[src/hw/gtc_pkg.sv]
// Constants and helpers shared by the gated timer/counter design
package gtc_pkg;
  localparam int unsigned CNT_W = 16;            // Width of the running count
  localparam int unsigned BYTE_W = 8;            // Width of one count byte
  localparam int unsigned CLK_HZ = 20000000;     // System clock rate
  localparam int unsigned INSTR_DIV = 4;         // System clocks per instruction cycle
  localparam int unsigned INSTR_NS = 1000000000 / CLK_HZ * INSTR_DIV; // Instruction cycle in ns
  localparam logic [1:0] DIV_LAST = 2'(INSTR_DIV - 1); // Last phase of the divider
  localparam logic [1:0] SRC_LFOSC = 2'h3;       // Low-frequency internal oscillator
  localparam logic [1:0] SRC_PIN = 2'h2;         // External count pin
  localparam logic [1:0] SRC_SYS = 2'h1;         // Full-rate system clock
  localparam logic [1:0] SRC_INSTR = 2'h0;       // Instruction clock
  localparam logic [CNT_W-1:0] COUNT_RST = 16'h0000; // Count after reset
  localparam logic [CNT_W-1:0] COUNT_MAX = 16'hFFFF; // Value that rolls over
  localparam logic [2:0] PRESCALE_RST = 3'h0;    // Prescale counter after reset
  localparam logic [1:0] DIV_RST = 2'h0;         // Instruction divider after reset

  // Terminal prescale count for a 1, 2, 4 or 8 division
  function automatic logic [2:0] prescale_last(input logic [1:0] sel);
    prescale_last = 3'((4'h1 << sel) - 4'h1);
  endfunction
endpackage

[src/hw/edge_if.sv]
// Signals between the counter core and its count-pin edge unit
`timescale 1ns/1ns
interface edge_if;
  logic pin_level;    // Count pin as sampled
  logic sync_disable; // High selects the unsynchronised path
  logic disarm;       // High forces a new falling edge before counting
  logic rise_pulse;   // One-cycle accepted rising edge
  modport unit (input pin_level, input sync_disable, input disarm, output rise_pulse);
  modport core (output pin_level, output sync_disable, output disarm, input rise_pulse);
endinterface

[src/hw/gated_timer_counter.sv]
// Sixteen-bit gated timer/counter with source select and prescaler
`timescale 1ns/1ns
module gated_timer_counter
  import gtc_pkg::*;
(
  input wire logic clk_sys,
  input wire logic rstn,
  input wire logic module_on,
  input wire logic gate_enable,
  input wire logic gate_polarity,
  input wire logic gate_pin,
  input wire logic [1:0] count_source_select,
  input wire logic [1:0] prescale_select,
  input wire logic sync_disable,
  input wire logic external_count_pin,
  input wire logic low_freq_internal_osc,
  input wire logic sleep,
  input wire logic wr_high,
  input wire logic wr_low,
  input wire logic [7:0] wr_data,
  input wire logic overflow_clear,
  output logic [7:0] count_high_byte,
  output logic [7:0] count_low_byte,
  output logic overflow_flag,
  output logic wake_request
);
  logic rst_meta_reg;          // Reset release stage one
  logic rst_n;                 // Reset release stage two, used everywhere
  logic [1:0] div_reg;         // Instruction clock divider
  logic instr_tick;            // One cycle per instruction cycle
  logic lfosc_prev_reg;        // Previous oscillator level
  logic lfosc_tick;            // Rising edge of the oscillator
  logic [2:0] pre_reg;         // Hidden prescale counter
  logic [CNT_W-1:0] count_reg; // Running count
  logic flag_reg;              // Sticky overflow flag
  logic wake_reg;              // Wake request towards the core
  logic src_tick;              // Selected source event
  logic gate_ok;               // Gate allows counting
  logic run;                   // Counter switched on and gated in
  logic awake_ok;              // Source keeps running in this power state
  logic pre_done;              // Prescaler reaches its terminal count
  logic inc;                   // Count advances this cycle
  logic any_write;             // Either byte is being written
  logic rollover;              // Advance from all-ones to zero
  edge_if eif();

  // Reset release through two flip-flops
  always_ff @(posedge clk_sys or negedge rstn)
  begin
    if (!rstn)
    begin
      rst_meta_reg <= 1'b0;
      rst_n <= 1'b0;
    end
    else
    begin
      rst_meta_reg <= 1'b1;
      rst_n <= rst_meta_reg;
    end
  end

  // Instruction clock divider; frozen during sleep like the core clocks
  always_ff @(posedge clk_sys or negedge rst_n)
  begin
    if (!rst_n)
      div_reg <= DIV_RST;
    else if (!sleep)
      div_reg <= 2'(div_reg + 2'h1);
  end

  assign instr_tick = (div_reg == DIV_LAST);

  // Oscillator edge detector; the pin is taken as synchronous already
  always_ff @(posedge clk_sys or negedge rst_n)
  begin
    if (!rst_n)
      lfosc_prev_reg <= 1'b0;
    else
      lfosc_prev_reg <= low_freq_internal_osc;
  end

  assign lfosc_tick = low_freq_internal_osc && !lfosc_prev_reg;

  // Count-pin path: disarmed on write or while off
  assign any_write = wr_high || wr_low;
  assign eif.pin_level = external_count_pin;
  assign eif.sync_disable = sync_disable;
  assign eif.disarm = any_write || !module_on;

  count_edge_unit u_edge (
    .clk_sys (clk_sys),
    .rst_n (rst_n),
    .eif (eif)
  );

  // Source selection
  always_comb
  begin
    case (count_source_select)
      SRC_LFOSC: src_tick = lfosc_tick;
      SRC_PIN: src_tick = eif.rise_pulse;
      SRC_SYS: src_tick = 1'b1;
      default: src_tick = instr_tick;
    endcase
  end

  // Enable and gate; gate level compared with polarity
  assign gate_ok = !gate_enable || (gate_pin == gate_polarity);
  assign run = module_on && gate_ok;
  // Only the unsynchronised pin path survives sleep
  assign awake_ok = !sleep || (count_source_select == SRC_PIN && sync_disable);
  assign pre_done = (pre_reg == prescale_last(prescale_select));
  assign inc = run && awake_ok && src_tick && pre_done && !any_write;
  assign rollover = inc && (count_reg == COUNT_MAX);

  // Prescale counter: cleared by any byte write, never visible
  always_ff @(posedge clk_sys or negedge rst_n)
  begin
    if (!rst_n)
      pre_reg <= PRESCALE_RST;
    else if (any_write)
      pre_reg <= PRESCALE_RST;
    else if (run && awake_ok && src_tick)
    begin
      if (pre_done)
        pre_reg <= PRESCALE_RST;
      else
        pre_reg <= 3'(pre_reg + 3'h1);
    end
  end

  // Running count; a write wins over an increment in the same cycle
  always_ff @(posedge clk_sys or negedge rst_n)
  begin
    if (!rst_n)
      count_reg <= COUNT_RST;
    else
    begin
      if (wr_high)
        count_reg[CNT_W-1:BYTE_W] <= wr_data;
      if (wr_low)
        count_reg[BYTE_W-1:0] <= wr_data;
      if (inc)
        count_reg <= CNT_W'(count_reg + 16'h0001);
    end
  end

  // Overflow flag: set wins over a software clear
  always_ff @(posedge clk_sys or negedge rst_n)
  begin
    if (!rst_n)
      flag_reg <= 1'b0;
    else if (rollover)
      flag_reg <= 1'b1;
    else if (overflow_clear)
      flag_reg <= 1'b0;
  end

  // Wake request: a rollover seen while asleep
  always_ff @(posedge clk_sys or negedge rst_n)
  begin
    if (!rst_n)
      wake_reg <= 1'b0;
    else
      wake_reg <= rollover && sleep;
  end

  assign count_high_byte = count_reg[CNT_W-1:BYTE_W];
  assign count_low_byte = count_reg[BYTE_W-1:0];
  assign overflow_flag = flag_reg;
  assign wake_request = wake_reg;

  a_off_holds: assert property (@(posedge clk_sys) disable iff (!rst_n)
    (!module_on && !any_write) |=> $stable(count_reg))
    else $error("Count changed while module off");
  a_gate_holds: assert property (@(posedge clk_sys) disable iff (!rst_n)
    (gate_enable && gate_pin != gate_polarity && !any_write) |=> $stable(count_reg))
    else $error("Count changed while gate closed");
  a_sys_four: assert property (@(posedge clk_sys) disable iff (!rst_n)
    (module_on && !gate_enable && !sleep && count_source_select == SRC_SYS
     && prescale_select == 2'h0 && !any_write && count_reg != COUNT_MAX) [*4]
    |=> count_reg == $past(count_reg, 4) + 16'h0004)
    else $error("System clock source did not add four per instruction");
  a_instr_one: assert property (@(posedge clk_sys) disable iff (!rst_n)
    (module_on && !gate_enable && !sleep && count_source_select == SRC_INSTR
     && prescale_select == 2'h0 && !any_write && count_reg < 16'hFFF0) [*4]
    |=> count_reg == $past(count_reg, 4) + 16'h0001)
    else $error("Instruction source did not add one per instruction");
  a_write_loads: assert property (@(posedge clk_sys) disable iff (!rst_n)
    wr_low |=> count_low_byte == $past(wr_data))
    else $error("Low byte write not loaded");
  a_write_prescale: assert property (@(posedge clk_sys) disable iff (!rst_n)
    any_write |=> pre_reg == PRESCALE_RST)
    else $error("Prescaler not cleared by write");
  a_prescale_bound: assert property (@(posedge clk_sys) disable iff (!rst_n)
    inc |-> pre_reg == prescale_last(prescale_select))
    else $error("Advance before prescale terminal count");
  a_roll_flag: assert property (@(posedge clk_sys) disable iff (!rst_n)
    (count_reg == COUNT_MAX && inc) |=> (flag_reg && count_reg == COUNT_RST))
    else $error("Rollover did not set flag");
  a_flag_sticky: assert property (@(posedge clk_sys) disable iff (!rst_n)
    (flag_reg && !overflow_clear) |=> flag_reg)
    else $error("Flag dropped without software clear");
  a_sleep_freeze: assert property (@(posedge clk_sys) disable iff (!rst_n)
    (sleep && count_source_select != SRC_PIN && !any_write) |=> $stable(count_reg))
    else $error("Internal source counted during sleep");
endmodule

[src/hw/count_edge_unit.sv]
// Count-pin synchroniser, rising-edge detector and falling-edge arming
`timescale 1ns/1ns
module count_edge_unit
  import gtc_pkg::*;
(
  input wire logic clk_sys,
  input wire logic rst_n,
  edge_if.unit eif
);
  logic sync1_reg;   // First synchroniser stage, read only by the second
  logic sync2_reg;   // Second synchroniser stage
  logic prev_reg;    // Level seen on the previous cycle
  logic armed_reg;   // A falling edge has been seen since disarm
  logic rise_reg;    // Registered accepted edge
  logic level;       // Level chosen by the sync mode

  // Two-stage synchroniser on the count pin
  always_ff @(posedge clk_sys or negedge rst_n)
  begin
    if (!rst_n)
    begin
      sync1_reg <= 1'b0;
      sync2_reg <= 1'b0;
    end
    else
    begin
      sync1_reg <= eif.pin_level;
      sync2_reg <= sync1_reg;
    end
  end

  // Bypass skips the two stages, so a mode change can gain or lose an edge
  assign level = eif.sync_disable ? eif.pin_level : sync2_reg;

  // Previous level for edge detection
  always_ff @(posedge clk_sys or negedge rst_n)
  begin
    if (!rst_n)
      prev_reg <= 1'b0;
    else
      prev_reg <= level;
  end

  // Arming: disarm wins, then a falling edge arms
  always_ff @(posedge clk_sys or negedge rst_n)
  begin
    if (!rst_n)
      armed_reg <= 1'b0;
    else if (eif.disarm)
      armed_reg <= 1'b0;
    else if (prev_reg && !level)
      armed_reg <= 1'b1;
  end

  // Accepted rising edge, only once armed
  always_ff @(posedge clk_sys or negedge rst_n)
  begin
    if (!rst_n)
      rise_reg <= 1'b0;
    else
      rise_reg <= level && !prev_reg && armed_reg && !eif.disarm;
  end

  assign eif.rise_pulse = rise_reg;

  a_rise_needs_arm: assert property (@(posedge clk_sys) disable iff (!rst_n)
    rise_reg |-> $past(armed_reg))
    else $error("Rising edge accepted without prior falling edge");
endmodule

[config.mk]
export PLATFORM = sky130hd
export DESIGN_NAME = gated_timer_counter
export DESIGN_NICKNAME = d
export VERILOG_FILES = /design/src/hw/gtc_pkg.sv /design/src/hw/edge_if.sv /design/src/hw/gated_timer_counter.sv /design/src/hw/count_edge_unit.sv
export SDC_FILE = /design/constraint.sdc
export NUM_CORES = 1
export LEC_CHECK = 0
export BUFFER_PORTS_ARGS = -buffer_cell sky130_fd_sc_hd__buf_2
export CAP_MARGIN = 20
export CORE_ASPECT_RATIO = 0.6
export CORE_MARGIN = 2
export CORE_UTILIZATION = 40
export DETAILED_ROUTE_END_ITERATION = 16
export GPL_TIMING_DRIVEN = 0
export PLACE_DENSITY = 0.7
export SLEW_MARGIN = 20
export SYNTH_ARGS = -nofsm -noshare
export SYNTH_HDL_FRONTEND = slang
export SYNTH_SLANG_ARGS = --single-unit
[constraint.sdc]
create_clock -name clk_sys -period 1.1 [get_ports clk_sys]
set_input_delay 0.22 -clock clk_sys [delete_from_list [all_inputs] [get_ports clk_sys]]
set_output_delay 0.22 -clock clk_sys [all_outputs]
set_load 0.01 [all_outputs]
==> results.tsv <==
metric	value	unit
status	finished with violations	
failing checks	setup timing	
num ports	43	
Worst Skew	0.00923	ns
Gate power share	22.1	%
Starting Density	42.7	%
Final WS setup	-0.856	ns
top cells by area, synth	dfrtp_1, nand2_1, mux2_2	
VDD IR-drop max	0.705	mV
Max Cap Viol	0	
worst rel slew slack	57.4	%
Sw Ratio	28.8	%
DP Cell Count	291	
worst slew pin tran	0.639	ns
crit path capture type	register	
die area	5040	sq um
Fin. Hold Viols	0	
Reg power frac	41.6	%
Avg WL per Cell	16.7	um
placed cell area	2090	sq um
RSZ-0062 raised after global routing	yes	
Pre-Repair DR Iteration Count	4	
total wire length	5390	um
asr flop ratio synth	100	%
RR Startpoint	pre_reg[0]	
Worst Hold Launch	low_freq_internal_osc	
crit path DAT	2.18	ns
worst endpoint required time	1.33	ns
die width	90.3	um
Setup-failing EPs final	27	
dominant cell type by area after synthesis	dfrtp_1	
height of the die	55.8	um
I/O Buffers	41	
R2R Path End	count_reg[9]	
worst reg2reg setup slack	-0.86	ns
max FFs per register	16	
commonest non-fill, non-tap cells in the layout	buf_2, dfrtp_1, nand2_1	
final period utilization	178	%
Max Clk Rate	511	MHz
share of cells above drive strength 1	47.1	%
crit-path max FO	6	
Setup CP Type	reg -> reg	
n_diodes	0	
clk root buf	clkbuf_8	
initial antenna violation count	0	
Power Density	1240	nW/um^2
clock buffer count from CTS	5	
nets	290	
YS warnings	0	
worst skew pair latency	0.29	ns
grt total ovfl	0	
Min-Delay Path Class	in -> reg	
Avg Vias per Cell	5.59	
vias in the first global route	1668	
Synth cell types	49	
Clock Path Buffers	2	
#FFs+latches synth	31	
commonest non-fill, non-tap cell in the layout	buf_2	
RePlAce Congestion	0.831	
first-pass GRT wire length	8360	um
final slew viol count	0	
Core Region	4190	sq um
First DRT Iteration DRCs	195	
shortest period the worst path allows	1.96	ns
area delta synth->final	50.5	%
CTS clk-pin slew, worst paths	0.08	ns
Post-Synthesis Cells	190	
Site Rows	18	
CTS tree	yes	
via count	1806	
Non-Filler Instances	323	
P_int	0.00237	W
largest net degree at the start of global routing	30	
Seq/Total Area, Yosys	43.4	%
Post-Syn Nets	218	
pre-CTS WS	-1.02	ns
predominant post-synthesis flop cell	dfrtp_1	
Final Util	64.2	%
Detail Route Antenna Nets	0	
Hold Path Sink	lfosc_prev_reg	
Hold Path Stages	1	
switching pwr	0.000958	W
post-synth top area share	43.4	%
HPWL Detailed	3390	um
Post-Syn Area per Cell	9.41	sq um
clk sinks	31	
synthesized area	1790	sq um
H-tree depth	2	
final instance area	2690	sq um
residual DRC count	0	
leakage	1.19	nW
Overall Global Routing Usage	20.9	%
clock network fraction of design power	36.3	%
Startpoint Class	register	
Worst Reg-to-Reg Cells	6	
EDFF count, synth	0	
[synth_stat cells, drive strengths merged (4+ instances only)]
cell type and instances:
nand3 6, clkbuf 7, nand4 6, nor4 4
mux2 6, dfrtp 31, nand2 24, inv 9
or4 4, nor3 9, o21a 4, nor2 13
nand2b 4, o21ai 9
[power groups by stage]
stage	combinational, W	clock, W	sequential [W]
floorplan	0.000293	0	0.00139
global placement	0.000493	0	0.00139
detailed placement	0.000509	0	0.00140
CTS	0.000588	0.00121	0.00138
global route	0.000799	0.00127	0.00140
finish	0.000735	0.00121	0.00138
[worst max-delay path, stage by stage, from the launching register on]
cell       delay [ns]
dfrtp_1          0.38
or2_1            0.24
a2111oi_4        0.38
a41oi_4          0.12
buf_6            0.21
or4_4            0.48
nand4_1          0.09
[cells by family (layout without fill, tap and decap cells)]
logic type / Yosys count / in the layout / synth area share (%)
simple gates: 88 / 88 / 26.2
compound gates: 37 / 37 / 16.9
other cells: 1 / 1 / 0.210
fa+ha+maj: 3 / 3 / 2.10
mux: 9 / 9 / 5.46
xor+xnor: 3 / 3 / 1.47
flops: 31 / 31 / 43.4
buf+inv: 18 / 91 / 4.27
[cell type report]
cell class	count	area (sq um)
Tap cell	60	75.1
Inverter	9	33.8
Clock buffer	6	82.6
Timing Repair Buffer	65	452
Buffer	9	96.3
Sequential cell	31	783
Multi-Input combinational cell	141	1130
Clock inverter	2	35.0
Fill cell	341	1500
[through the flow]
step	hold slack [ns]	setup TNS (ns)	total power, W
after floorplan	-0.0756	-13.29	0.00169
after global placement	0.00639	-23.74	0.00188
after detailed placement	0.00818	-18.91	0.00190
after CTS	0.0467	-16.33	0.00317
after global routing	0.0523	-17.53	0.00347
final	0.0469	-15.79	0.00333
[worst max-delay path by stage]
stage               startpoint             to  slack, ns  depth (start not counted)
floorplan           pre_reg[0]  count_reg[12]      -0.77                          6
global placement    pre_reg[0]  count_reg[11]      -0.96                          6
detailed placement     wr_high   count_reg[8]      -1.02                          7
CTS                 pre_reg[0]   count_reg[6]      -0.87                          6
global route        pre_reg[0]  count_reg[13]      -0.91                          7
finish              pre_reg[0]   count_reg[9]      -0.86                          6
[per-layer routing]
layer | vias up | track usage [%] | wire length, um
met5 | - | 0 | 0
met4 | 0 | 5.05 | 34
met3 | 8 | 5.83 | 402
met2 | 74 | 28.9 | 2430
met1 | 881 | 32.0 | 2530
li1 | 843 | - | -
[timing repair]
| item | CTS | global route |
|---|---|---|
| hold buffers | 1 | 0 |
| resized for setup | 37 | 33 |
| setup buffers | 8 | 13 |
| gates cloned | 1 | 1 |
| endpoints found under the setup margin | 28 | 34 |
| pin swaps | 12 | 19 |
| hold endpoints to repair | 2 | 0 |
Power figures use the tool's default switching activity.
